[config.mk]
export PLATFORM = sky130hd
export DESIGN_NAME = cia_integrator_adc
export DESIGN_NICKNAME = d
export VERILOG_FILES = /design/src/verilog/cia_pkg.sv /design/src/verilog/cia_integrator_adc.sv
export VERILOG_INCLUDE_DIRS = /design/src /design/src/verilog
export SDC_FILE = /design/constraint.sdc
export NUM_CORES = 1
export LEC_CHECK = 0
export BUFFER_PORTS_ARGS = -buffer_cell sky130_fd_sc_hd__buf_2
export CAP_MARGIN = 15
export CORE_MARGIN = 2
export CORE_UTILIZATION = 58
export DETAILED_ROUTE_END_ITERATION = 16
export PLACE_DENSITY = 0.87
export REMOVE_ABC_BUFFERS = 1
export SYNTH_ARGS = -nofsm -noshare
export SYNTH_HDL_FRONTEND = slang
export SYNTH_SLANG_ARGS = --single-unit
export TNS_END_PERCENT = 20
[constraint.sdc]
create_clock -name ref_clk -period 6.7 [get_ports ref_clk]
set_input_delay 0.67 -clock ref_clk [delete_from_list [all_inputs] [get_ports ref_clk]]
set_output_delay 0.67 -clock ref_clk [all_outputs]
set_load 0.01 [all_outputs]
[src/verilog/cia_defines.svh]
// Constants for the gated integrator and serial converter model.
// Assumes a 125 MHz ref_clk; included by the package and the top module.
`ifndef CIA_DEFINES_SVH
`define CIA_DEFINES_SVH

`define CIA_CLK_PERIOD_NS 8
`define CIA_CONV_TIME_NS 800
// Least conversion time rounded up to whole cycles
`define CIA_CONV_CYCLES \
   ((`CIA_CONV_TIME_NS + `CIA_CLK_PERIOD_NS - 1) / `CIA_CLK_PERIOD_NS)
`define CIA_RESULT_BITS 18
`define CIA_RESULT_MSB 17
`define CIA_MIDSCALE 18'h20000
`define CIA_ACC_RESET 24'h000000

`endif

[src/verilog/cia_pkg.sv]
// Types shared by the integrator and converter model.
// Assumes cia_defines.svh sits on the include path.
`include "cia_defines.svh"

package cia_pkg;

   // Controller-driven pin levels, synchronised as one group
   typedef struct packed {
      logic integrator_gate;
      logic integrator_discharge;
      logic convert_strobe;
      logic shift_clk;
      logic invert_select;
      logic noninvert_select;
      logic input_clamp;
   } cia_ctrl_t;

   typedef enum logic [1:0] {
      CIA_IDLE = 2'b00,
      CIA_CONVERT = 2'b01,
      CIA_READY = 2'b10,
      CIA_SHIFT = 2'b11
   } cia_state_t;

endpackage

[src/verilog/cia_integrator_adc.sv]
// Digital model of the gated CDS integrator and its 18-bit serial converter.
// Assumes control pins come from a controller outside ref_clk's domain and
// video_sample is produced on ref_clk; serial data is an open-drain style pin.
`include "cia_defines.svh"

module cia_integrator_adc
   import cia_pkg::*;
#(
   parameter int ACC_W = 24,
   parameter int CONV_CYCLES = `CIA_CONV_CYCLES
) (
   input wire logic ref_clk,
   input wire logic rst_n,
   input wire cia_ctrl_t ctrl_pins,
   input wire logic signed [15:0] video_sample,
   input wire logic serial_data_i,
   output logic serial_data_o,
   output logic serial_data_oe,
   output logic signed [ACC_W-1:0] integrator_out,
   output logic conv_busy
);

   // Two-stage synchroniser; stage one is read only by stage two
   cia_ctrl_t meta_reg;
   cia_ctrl_t sync_reg;
   cia_ctrl_t sync_next;
   logic strobe_prev_reg;
   logic sclk_prev_reg;
   logic strobe_rise;
   logic sclk_rise;

   always_comb begin
      sync_next = meta_reg;
   end

   always_ff @(posedge ref_clk) begin
      if (!rst_n) begin
         meta_reg <= '0;
         sync_reg <= '0;
         strobe_prev_reg <= 1'b0;
         sclk_prev_reg <= 1'b0;
      end else begin
         meta_reg <= ctrl_pins;
         sync_reg <= sync_next;
         strobe_prev_reg <= sync_reg.convert_strobe;
         sclk_prev_reg <= sync_reg.shift_clk;
      end
   end

   assign strobe_rise = sync_reg.convert_strobe & ~strobe_prev_reg;
   assign sclk_rise = sync_reg.shift_clk & ~sclk_prev_reg;

   // Input path: clamp and polarity switches ahead of the integrator.
   // Common mode (both selects) and open mode both present zero input,
   // which stands in for the amplifier parking at its zero point.
   logic signed [ACC_W-1:0] gated_in;
   logic signed [ACC_W-1:0] acc_reg;
   logic signed [ACC_W-1:0] acc_next;

   always_comb begin
      gated_in = '0;
      if (!sync_reg.input_clamp) begin
         if (sync_reg.noninvert_select && !sync_reg.invert_select) begin
            gated_in = ACC_W'(video_sample);
         end else if (sync_reg.invert_select &&
                      !sync_reg.noninvert_select) begin
            gated_in = -ACC_W'(video_sample);
         end
      end
   end

   // Integrator: inverting gain, so the gated input is subtracted
   always_comb begin
      acc_next = acc_reg;
      if (sync_reg.integrator_gate) begin
         acc_next = acc_reg - gated_in;
      end else if (sync_reg.integrator_discharge) begin
         acc_next = '0;
      end
      // Both controls low falls through and holds the output
   end

   always_ff @(posedge ref_clk) begin
      if (!rst_n) begin
         acc_reg <= `CIA_ACC_RESET;
      end else begin
         acc_reg <= acc_next;
      end
   end

   assign integrator_out = acc_reg;

   // Converter sequencer
   cia_state_t state_reg;
   cia_state_t state_next;
   logic [15:0] cnt_reg;
   logic [15:0] cnt_next;
   logic [`CIA_RESULT_MSB:0] shift_reg;
   logic [`CIA_RESULT_MSB:0] shift_next;
   logic [4:0] bit_reg;
   logic [4:0] bit_next;
   logic sdo_reg;
   logic sdo_next;
   logic oe_reg;
   logic oe_next;
   logic [`CIA_RESULT_MSB:0] sample_word;

   // Offset binary of the held integrator value, low bits only
   assign sample_word = acc_reg[`CIA_RESULT_MSB:0] ^ `CIA_MIDSCALE;

   // Strobe edges outside IDLE are ignored: a conversion is never cut short
   always_comb begin
      state_next = state_reg;
      cnt_next = cnt_reg;
      shift_next = shift_reg;
      bit_next = bit_reg;
      sdo_next = sdo_reg;
      oe_next = oe_reg;
      case (state_reg)
         CIA_IDLE: begin
            oe_next = 1'b0;
            sdo_next = 1'b1;
            if (strobe_rise) begin
               shift_next = sample_word;
               cnt_next = 16'(CONV_CYCLES - 1);
               state_next = CIA_CONVERT;
            end
         end
         CIA_CONVERT: begin
            oe_next = 1'b0;
            if (cnt_reg == 16'h0000) begin
               oe_next = 1'b1;
               sdo_next = 1'b0;
               state_next = CIA_READY;
            end else begin
               cnt_next = cnt_reg - 16'h0001;
            end
         end
         CIA_READY: begin
            if (sclk_rise) begin
               sdo_next = shift_reg[`CIA_RESULT_MSB];
               shift_next = {shift_reg[`CIA_RESULT_MSB-1:0], 1'b0};
               bit_next = 5'h01;
               state_next = CIA_SHIFT;
            end
         end
         CIA_SHIFT: begin
            if (sclk_rise) begin
               if (bit_reg == 5'(`CIA_RESULT_BITS)) begin
                  oe_next = 1'b0;
                  sdo_next = 1'b1;
                  state_next = CIA_IDLE;
               end else begin
                  sdo_next = shift_reg[`CIA_RESULT_MSB];
                  shift_next = {shift_reg[`CIA_RESULT_MSB-1:0], 1'b0};
                  bit_next = bit_reg + 5'h01;
               end
            end
         end
         default: begin
            state_next = CIA_IDLE;
            oe_next = 1'b0;
            sdo_next = 1'b1;
         end
      endcase
   end

   always_ff @(posedge ref_clk) begin
      if (!rst_n) begin
         state_reg <= CIA_IDLE;
         cnt_reg <= 16'h0000;
         shift_reg <= 18'h00000;
         bit_reg <= 5'h00;
         sdo_reg <= 1'b1;
         oe_reg <= 1'b0;
      end else begin
         state_reg <= state_next;
         cnt_reg <= cnt_next;
         shift_reg <= shift_next;
         bit_reg <= bit_next;
         sdo_reg <= sdo_next;
         oe_reg <= oe_next;
      end
   end

   assign serial_data_o = sdo_reg;
   assign serial_data_oe = oe_reg;
   assign conv_busy = (state_reg == CIA_CONVERT);

   // Helper: conversion length counter for checking
   logic [15:0] chk_conv_reg;
   always_ff @(posedge ref_clk) begin
      if (!rst_n) begin
         chk_conv_reg <= 16'h0000;
      end else if (state_reg == CIA_CONVERT) begin
         chk_conv_reg <= chk_conv_reg + 16'h0001;
      end else begin
         chk_conv_reg <= 16'h0000;
      end
   end

   AST_HOLD_WHEN_IDLE: assert property (
      @(posedge ref_clk) disable iff (!rst_n)
      (!sync_reg.integrator_gate && !sync_reg.integrator_discharge)
      |=> (acc_reg == $past(acc_reg)))
      else $error("Integrator output moved in hold state");

   AST_GATE_RAMPS: assert property (
      @(posedge ref_clk) disable iff (!rst_n)
      sync_reg.integrator_gate |=> (acc_reg == $past(acc_reg - gated_in)))
      else $error("Integrator did not follow gated input");

   AST_STROBE_STARTS: assert property (
      @(posedge ref_clk) disable iff (!rst_n)
      (strobe_rise && state_reg == CIA_IDLE)
      |=> (state_reg == CIA_CONVERT && shift_reg == $past(sample_word)))
      else $error("Conversion did not start on strobe edge");

   AST_CONV_RELEASED: assert property (
      @(posedge ref_clk) disable iff (!rst_n)
      (state_reg == CIA_CONVERT) |-> (!serial_data_oe && serial_data_o))
      else $error("Data line driven during conversion");

   // Counter holds completed busy cycles, so it is one short in the last
   AST_CONV_LENGTH: assert property (
      @(posedge ref_clk) disable iff (!rst_n)
      (state_reg == CIA_CONVERT && $past(state_reg) == CIA_CONVERT
       && state_next != CIA_CONVERT)
      |-> (chk_conv_reg == 16'(CONV_CYCLES - 1)))
      else $error("Conversion length wrong");

   AST_EOC_LOW: assert property (
      @(posedge ref_clk) disable iff (!rst_n)
      (state_reg == CIA_CONVERT && cnt_reg == 16'h0000)
      |=> (serial_data_oe && !serial_data_o)
          throughout (state_reg == CIA_READY) [*1])
      else $error("End of conversion not signalled low");

   AST_BIT_PER_CLOCK: assert property (
      @(posedge ref_clk) disable iff (!rst_n)
      (sclk_rise && state_reg == CIA_READY)
      |=> (serial_data_o == $past(shift_reg[`CIA_RESULT_MSB])
           && bit_reg == 5'h01))
      else $error("First shifted bit is not the MSB");

   AST_EIGHTEEN_BITS: assert property (
      @(posedge ref_clk) disable iff (!rst_n)
      (state_reg == CIA_SHIFT) |-> (bit_reg <= 5'(`CIA_RESULT_BITS)))
      else $error("More than eighteen bits shifted");

endmodule // cia_integrator_adc

==> results of run 1 <==
==> per-stage QoR <==
step                      instance area (sq um)  std cells  utilization  hold WS, ps
after floorplan                            5130        622            -          412
after global placement                     5540        783        0.632          415
after detailed placement                   5540        783        0.632          422
after CTS                                  5750        799        0.656          442
after global routing                       5770        801        0.659          458
final                                      5770        801        0.659          438
==> per-layer routing <==
metal,track usage,vias up,part of all wire
met1,0.330,2258,0.48
met3,0.0316,21,0.045
li1,-,2358,-
met5,0,-,0
met4,0.0822,0,0.018
met2,0.385,134,0.46
==> final timing paths <==
path,endpoint,slack [ps],from
worst max-delay path,integrator_out[18],2390,sync_reg[1]
worst min-delay path,sync_reg[4],440,meta_reg[4]
worst max register to register,integrator_out[18],2390,sync_reg[1]
worst min register to register,sync_reg[4],440,meta_reg[4]
==> cell families after synthesis <==
kind of cell,count (synthesis),synth area share
adders and majority gates,37,0.0894
buffers and inverters,56,0.0442
muxes,7,0.0145
xor gates and xnor gates,42,0.0699
AOI/OAI and AO/OA,155,0.202
DFF,83,0.316
and+or+nand+nor,271,0.265
==> cell usage after synthesis, drive strengths merged, types with 5 or more instances <==
cell type | number | area, sq um
o211a | 20 | 200
xnor2 | 18 | 158
a21boi | 6 | 45.0
nor4 | 7 | 71.3
a21o | 11 | 83.8
clkbuf | 26 | 108
nor3 | 15 | 75.1
nand3 | 28 | 140
a21oi | 48 | 244
nand3b | 5 | 37.5
nand4 | 6 | 37.5
o211ai | 6 | 45.0
ha | 36 | 450
nand2b | 8 | 50.1
mux2i | 5 | 50.1
nand2 | 96 | 360
o21bai | 5 | 37.5
nor3b | 10 | 75.1
or3 | 5 | 41.3
inv | 27 | 101
nor2b | 15 | 93.8
nor2 | 41 | 156
xor2 | 24 | 210
a31oi | 5 | 31.3
o21ai | 28 | 140
and2 | 20 | 126
dfxtp | 83 | 1660
==> power groups by stage <==
stage,registers (uW),clock network [uW],logic (uW)
2_1_floorplan,683,0,624
3_3_place_gp,688,0,768
3_5_place_dp,697,0,796
4_1_cts,687,389,802
5_1_grt,703,411,920
6_report,688,386,828
==> critical path: stages (launching register included) <==
cell      delay, ps
dfxtp_1         570
nand2b_1        170
a21oi_1         680
and2_1          250
ha_1            160
inv_1            60
fa_1            400
a21oi_1         210
o21ai_1         120
a211oi_1        700
o31ai_1         250
a41oi_1         360
xor2_1          190
o21ai_1          70
==> layout make-up <==
type | count | area, sq um
multi-input cells | 512 | 3370
well taps | 108 | 135
clock inverters | 5 | 60.1
repair buffers | 55 | 293
clock buffers | 11 | 151
inverters | 27 | 101
fillers | 723 | 2990
flip-flops and latches | 83 | 1660
==> run metrics, run 1 <==
first-pass GRT wire length=19600 microns; sw frac=0.396; status=completed; worst vdd ir=0.137 mV; initial antenna violation count=0; ANT cells=0; GRT Util Overall=0.238; max reg flops=24; vias per cell=5.96; commonest non-fill, non-tap cell in the layout=nand2_1; critical path class=reg -> reg; combinational share of power=0.435; worst hold stages=1; Resized cells post-CTS=0; total of max-cap violations=0; gr ovfl total=0; DRT Pass-1 Iters=4; Psw=753 uW; Synth Warn #=0; post-synthesis sequential area ratio=0.316; IO buf count=51; Initial Utilization=0.601; Core Region=0.00876 sq mm; RSZ-0062 raised after global routing=no; library cells used by synthesis=66; clk sinks=83; detailed-route wire length per cell=14.7 microns; syn avg cell area=8.08 sq um; Max Buffers Root-to-Sink=2; Setup Skew=13.6 ps; startpoint types=flop; internal power=1150 uW; Synth Instances=651; pin count of the biggest net entering global routing=61; Die Y=99.3 microns; Crit. End Element=flop; Power, Total=1900 uW; number of I/O pins=53; Initial DRC Count=246; commonest non-fill, non-tap cells in the layout=nand2_1, dfxtp_1, buf_2; dpl ws=2580 ps; Least-Margin Pin Slew=832 ps; Die X=99.3 microns; data arrival time of the critical path=4540 ps; DPL Wire Length=8700 microns; post-route ant nets=0; Final Cycle Share=0.643; ys async rst share=0; setup TNS=0 ps; vias=4771; FP Rows=34; area delta synth->final=9.70%; Slew HR=0.445; share of layout cells above drive strength 1=0.134; CTS root buf=clkbuf_8; setup ws final=2390 ps; Achievable Freq=232 MHz; TritonCTS clock tree=yes; die area=0.00985 sq mm; final setup vio count=0; Worst R2R Path Depth=13; Final Net Count=751; P_leak=0.00260 uW; post-CTS setup buffers=0; CP Max Fanout=13; Main synth FF type=dfxtp_1; gpl congestion=0.955; EDFF count, synth=0; drt total wl=11800 microns; endpoints failing hold=0; synthesis-stage register bit count=83; Reg clk slew, reported paths=100 ps; Worst-Skew Late Latency=360 ps; CP Data Required Time=6940 ps; vias in the first global route=4287; CTS Buf Count=9; Pwr Density=330 mW/mm^2; drt drc=0; sequential share of power=0.362; final worst path period need=4310 ps; Hold Buf Count CTS=0; worst min path class=reg -> reg; # H-tree levels=3; Cell Area, Synth=0.00526 sq mm; Clock power frac=0.203; Slew Viols, Final=0
Note: power is estimated with default switching activity, not from simulation.
==> run 2: changes to the inputs <==
--- a/config.mk
+++ b/config.mk
@@ -9,9 +9,9 @@
 export BUFFER_PORTS_ARGS = -buffer_cell sky130_fd_sc_hd__buf_2
 export CAP_MARGIN = 15
 export CORE_MARGIN = 2
-export CORE_UTILIZATION = 58
+export CORE_UTILIZATION = 54
 export DETAILED_ROUTE_END_ITERATION = 16
-export PLACE_DENSITY = 0.87
+export PLACE_DENSITY = 0.85
 export REMOVE_ABC_BUFFERS = 1
 export SYNTH_ARGS = -nofsm -noshare
 export SYNTH_HDL_FRONTEND = slang
==> constraint.sdc (replaced) <==
create_clock -name ref_clk -period 3.6 [get_ports ref_clk]
set_input_delay 0.36 -clock ref_clk [delete_from_list [all_inputs] [get_ports ref_clk]]
set_output_delay 0.36 -clock ref_clk [all_outputs]
set_load 0.01 [all_outputs]
==> run 2 against run 1 <==
Against the previous run: routed wire length grew 4.3%; count of clock-buffer cells in the layout shrank 1; power grew 88%; core utilization shrank 4.4 points; first-iteration DRC count grew 16%; non-clock buffer count grew 13; die area grew 7.1%.
==> run metrics, run 2 (same netlist as run 1, synthesis figures left out) <==
startpoint types=flop; CP Data Required Time=3860 ps; Least-Margin Pin Slew=815 ps; final setup vio count=0; worst hold stages=2; critical path class=reg -> reg; IO buf count=51; clk sinks=83; gpl congestion=0.902; area post-placement=0.00568 sq mm; number of I/O pins=53; final std cells w/o fill=839; worst hold slack=180 ps; first-pass GRT wire length=20300 microns; commonest non-fill, non-tap cell in the layout=nand2_1; placed insts=822; vias per cell=5.71; dpl ws=-30.1 ps; Core Util, Final=0.615; Worst Hold End=meta_reg[2]; Initial DRC Count=286; setup slack, reg-to-reg=210 ps; die area=0.0106 sq mm; Setup Skew=15.9 ps; RR Startpoint=sync_reg[1]; Worst-Skew Late Latency=380 ps; Final Cycle Share=0.941; P_leak=0.00266 uW; post-route ant nets=0; # H-tree levels=3; gr ovfl total=0; Worst R2R Path Depth=14; setup ws final=213 ps; RSZ-0062 raised after global routing=no; detailed-route wire length per cell=14.7 microns; TritonCTS clock tree=yes; area delta synth->final=12.1%; Slew HR=0.456; total of max-cap violations=0; reg-to-reg endpoint=integrator_out[18]; drt total wl=12300 microns; FP Rows=36; Reg clk slew, reported paths=100 ps; commonest non-fill, non-tap cells in the layout=nand2_1, dfxtp_1, buf_2; share of layout cells above drive strength 1=0.153; CP Max Fanout=12; Achievable Freq=295 MHz; CTS root buf=clkbuf_8; Final Net Count=764; endpoints failing hold=0; Hold Buf Count CTS=0; worst min path class=in -> reg; Pwr Density=608 mW/mm^2; Core Region=0.00959 sq mm; drt drc=0; worst vdd ir=0.293 mV; ANT cells=0; DPL Wire Length=9050 microns; Worst Hold Launch=ctrl_pins[2]; vias=4794; initial antenna violation count=0; data arrival time of the critical path=3650 ps; CTS Buf Count=9; status=completed; Die Y=103 microns; Max Buffers Root-to-Sink=2; Die X=103 microns; Slew Viols, Final=0; final instance area=0.00590 sq mm; max reg flops=24; DRT Pass-1 Iters=5; Crit. End Element=flop; GRT Util Overall=0.245; final worst path period need=3390 ps; Initial Utilization=0.549; vias in the first global route=4504; pin count of the biggest net entering global routing=61
-- run 2: cell count changes in the layout (fill, tap and decap cells not counted) --
cell        delta
inv_6          +2
clkinv_2       -1
inv_8          +1
clkbuf_8       -1
dfxtp_2        +1
buf_4         +14
clkinvlp_4     -1
dfxtp_1        -1
a21oi_2        +1
a21oi_1        -1
buf_8          -1
-- run 2: layer usage --
metal,wire (microns),track usage,part of all wire,up-vias
met2,5880,0.403,0.48,133
li1,-,-,-,2384
met1,5450,0.307,0.44,2241
met4,345,0.108,0.028,0
met5,0,0,0,-
met3,629,0.0549,0.051,36
-- run 2: what timing repair did --
action,4_1_cts,5_1_grt
setup buffers,0,0
gates resized for setup,0,2
setup endpoints to repair,0,5
-- run 2: worst max-delay path by stage --
stage / from / end / slack, ps / cells after the start
after detailed placement: video_sample[7] / integrator_out[23] / -30 / 15
final: sync_reg[1] / integrator_out[18] / 210 / 14
after floorplan: sync_reg[1] / integrator_out[18] / 270 / 13
after global placement: video_sample[7] / integrator_out[23] / 80 / 15
after CTS: sync_reg[1] / integrator_out[18] / 30 / 14
after global routing: sync_reg[2] / integrator_out[23] / 90 / 12
-- run 2: per-stage QoR --
step / power, uW / setup TNS, ps
after floorplan: 2430 / 0
after global placement: 2760 / 0
final: 3590 / 0
after CTS: 3580 / 0
after global routing: 3850 / 0
after detailed placement: 2830 / -30.1
-- run 2: area by class of cell --
type,count,area (sq um)
Clock buffer,10,138
Clock inverter,6,76.3
Fill cell,819,3690
Inverter,27,101
Multi-Input combinational cell,512,3370
Sequential cell,83,1660
Tap cell,133,166
Timing Repair Buffer,68,383
-- run 2: where the power goes --
group | switching (uW) | leakage, uW | internal, uW
logic | 888 | 0.00187 | 674
clock network | 389 | 0.000110 | 353
registers | 164 | 0.000679 | 1120
-- run 2: critical path: stages, from the launching register on --
cell and delay [ps]:
dfxtp_2 390, nand2b_1 210, a21oi_2 260, and2_1 200, ha_1 170, inv_1 60, fa_1 400, a21oi_1 260
o21ai_1 130, a211oi_1 310, buf_4 200, o31ai_1 120, a41oi_1 310, xor2_1 180, o21ai_1 70
==> run 3: changes to the inputs <==
--- a/config.mk
+++ b/config.mk
@@ -6,12 +6,13 @@
 export SDC_FILE = /design/constraint.sdc
 export NUM_CORES = 1
 export LEC_CHECK = 0
+export ABC_AREA = 1
 export BUFFER_PORTS_ARGS = -buffer_cell sky130_fd_sc_hd__buf_2
 export CAP_MARGIN = 15
 export CORE_MARGIN = 2
-export CORE_UTILIZATION = 54
+export CORE_UTILIZATION = 55
 export DETAILED_ROUTE_END_ITERATION = 16
-export PLACE_DENSITY = 0.85
+export PLACE_DENSITY = 0.86
 export REMOVE_ABC_BUFFERS = 1
 export SYNTH_ARGS = -nofsm -noshare
 export SYNTH_HDL_FRONTEND = slang
==> run 3 against run 2 <==
Against the previous run: first-iteration DRC count up 44%; largest cell class unchanged; power increased by 3.2%; highest routed layer unchanged; design area up 5.4%.
==> run metrics, run 3 <==
status=completed; setup TNS=0 ps; commonest non-fill, non-tap cells in the layout=nand2_1, inv_1, nor2_1; sw frac=0.435; Psw=1610 uW; final worst path period need=3150 ps; library cells used by synthesis=43; commonest cells in the netlist=nand2_1, inv_1, nor2_1, a21oi_1, dfxtp_1; Core Region=0.00986 sq mm; DPL Wire Length=10300 microns; startpoint types=flop; CTS root buf=clkbuf_8; Clock power frac=0.208; clk sinks=83; vias in the first global route=5108; data arrival time of the critical path=3380 ps; Synth area leader=dfxtp_1; Worst Hold Launch=ctrl_pins[5]; Die X=105 microns; Final Cycle Share=0.876; RR Startpoint=sync_reg[1]; Cell Area, Synth=0.00563 sq mm; sequential share of power=0.319; top cells by area, synth=dfxtp_1, nand2_1, ha_1; Achievable Freq=317 MHz; TritonCTS clock tree=yes; Final Net Count=980; met3 usage=0.0393; Crit. End Element=flop; EDFF count, synth=0; Hold Buf Count CTS=0; Synth top area share=0.295; Pwr Density=595 mW/mm^2; internal power=2090 uW; worst min path class=in -> reg; post-route ant nets=0; vias=5610; Synth Warn #=0; fill count=912; die area=0.0111 sq mm; max reg flops=24; Worst R2R Path Depth=16; Most Crowded Layer GR=met2; GRT Util Overall=0.257; Resized cells post-CTS=0; drt drc=0; critical path class=reg -> reg; post-CTS setup buffers=0; synthesis-stage register bit count=83; gr ovfl total=0; count leader, synth=nand2_1; worst hold stages=3; combinational share of power=0.473; vias per cell=5.32; worst vdd ir=0.272 mV; Worst-Skew Late Latency=360 ps; endpoints failing hold=0; # H-tree levels=3; Slew Viols, Final=0; share of layout cells above drive strength 1=0.124; detailed-route wire length per cell=13.0 microns; DRT Pass-1 Iters=7; number of I/O pins=53; met2 usage=0.412; Initial DRC Count=412; area delta synth->final=10.4%; CP Data Required Time=3820 ps; Main synth FF type=dfxtp_1; ANT cells=0; Initial Utilization=0.571; total of max-cap violations=0; initial antenna violation count=0; IO buf count=51; first-pass GRT wire length=23400 microns; Synth Instances=871; CP Max Fanout=9; Reg clk slew, reported paths=90 ps; post-synthesis sequential area ratio=0.295; ys async rst share=0; gpl congestion=0.997; CTS Buf Count=9; drt total wl=13800 microns; Max Buffers Root-to-Sink=2; syn avg cell area=6.47 sq um; final setup vio count=0; met1 usage=0.355; Setup Skew=6.94 ps; Slew HR=0.394; Die Y=105 microns; pin count of the biggest net entering global routing=38; Least-Margin Pin Slew=908 ps; P_leak=0.00306 uW; Power, Total=3700 uW; RSZ-0062 raised after global routing=no; commonest non-fill, non-tap cell in the layout=nand2_1; worst setup path start=sync_reg[1]; FP Rows=36
run 3: cell types whose count changed in the layout (fill, tap and decap cells not counted), moves of 12 or more:
cell	before	now
o21ai_1	12	0
o21ai_0	16	64
and2_1	19	2
xor2_1	24	10
buf_4	17	3
nor2_1	39	90
o211a_1	20	0
nand3_1	28	46
nor2b_1	15	0
nand2_1	96	222
inv_1	27	105
xnor2_1	18	2
a21oi_1	46	85
run 3: worst paths after layout:
check | endpoint | slack [ps]
setup / recovery | integrator_out[13] | 450
hold / removal | meta_reg[5] | 180
setup reg to reg | integrator_out[13] | 450
hold reg to reg | sync_reg[4] | 410
run 3: cell families (layout without fill, tap and decap cells):
| group | count (synthesis) | after routing | synth area share |
|---|---|---|---|
| fa+ha+maj | 37 | 37 | 0.0835 |
| xor+xnor | 12 | 12 | 0.0187 |
| buf+inv | 129 | 180 | 0.0884 |
| flops | 83 | 83 | 0.295 |
| compound gates | 177 | 177 | 0.172 |
| mux | 2 | 2 | 0.00355 |
| simple gates | 431 | 431 | 0.339 |
run 3: area by class of cell:
| type | instances | area, sq um | share of cell area |
|---|---|---|---|
| Tap cell | 133 | 166 | 0.0267 |
| Clock buffer | 11 | 141 | 0.0227 |
| Inverter | 110 | 415 | 0.0668 |
| Multi-Input combinational cell | 659 | 3470 | 0.558 |
| Timing Repair Buffer | 54 | 278 | 0.0446 |
| Clock inverter | 5 | 85.1 | 0.0137 |
| Sequential cell | 83 | 1660 | 0.267 |
run 3: power by group through the flow:
stage | Sequential [uW] | Combinational (uW) | Clock [uW]
final | 1180 | 1750 | 769
after floorplan | 1190 | 1360 | 0
after global routing | 1210 | 2000 | 822
after CTS | 1180 | 1730 | 787
after global placement | 1200 | 1690 | 0
after detailed placement | 1200 | 1720 | 0
run 3: worst max-delay path, stage by stage, from the launching register on:
cell and delay (ps):
dfxtp_1 530, inv_4 100, nand2_1 130, nor2_1 110
a21oi_2 360, inv_1 200, nand2_1 160, ha_1 300
a21oi_2 180, nand2_1 150, nand2_1 90, nand2_1 110
nand2_1 80, nand2_1 80, or2_2 280, nand3_1 70
a21oi_1 70
run 3: stage by stage:
stage               setup slack (ps)  instance area, sq um  std cells  hold WS, ps   util
global placement                 510                  5990       1039          392  0.608
floorplan                        949                  5550        852          390      -
detailed placement               453                  5990       1039          395  0.608
global route                     142                  6220       1055          179  0.631
finish                           446                  6220       1055          175  0.631
CTS                              493                  6220       1055          156  0.631
run 3: routing by layer:
metal,routed length (microns),vias up
li1,-,2920
met1,6660,2524
met2,6120,141
met3,733,25
met4,238,0
met5,0,-
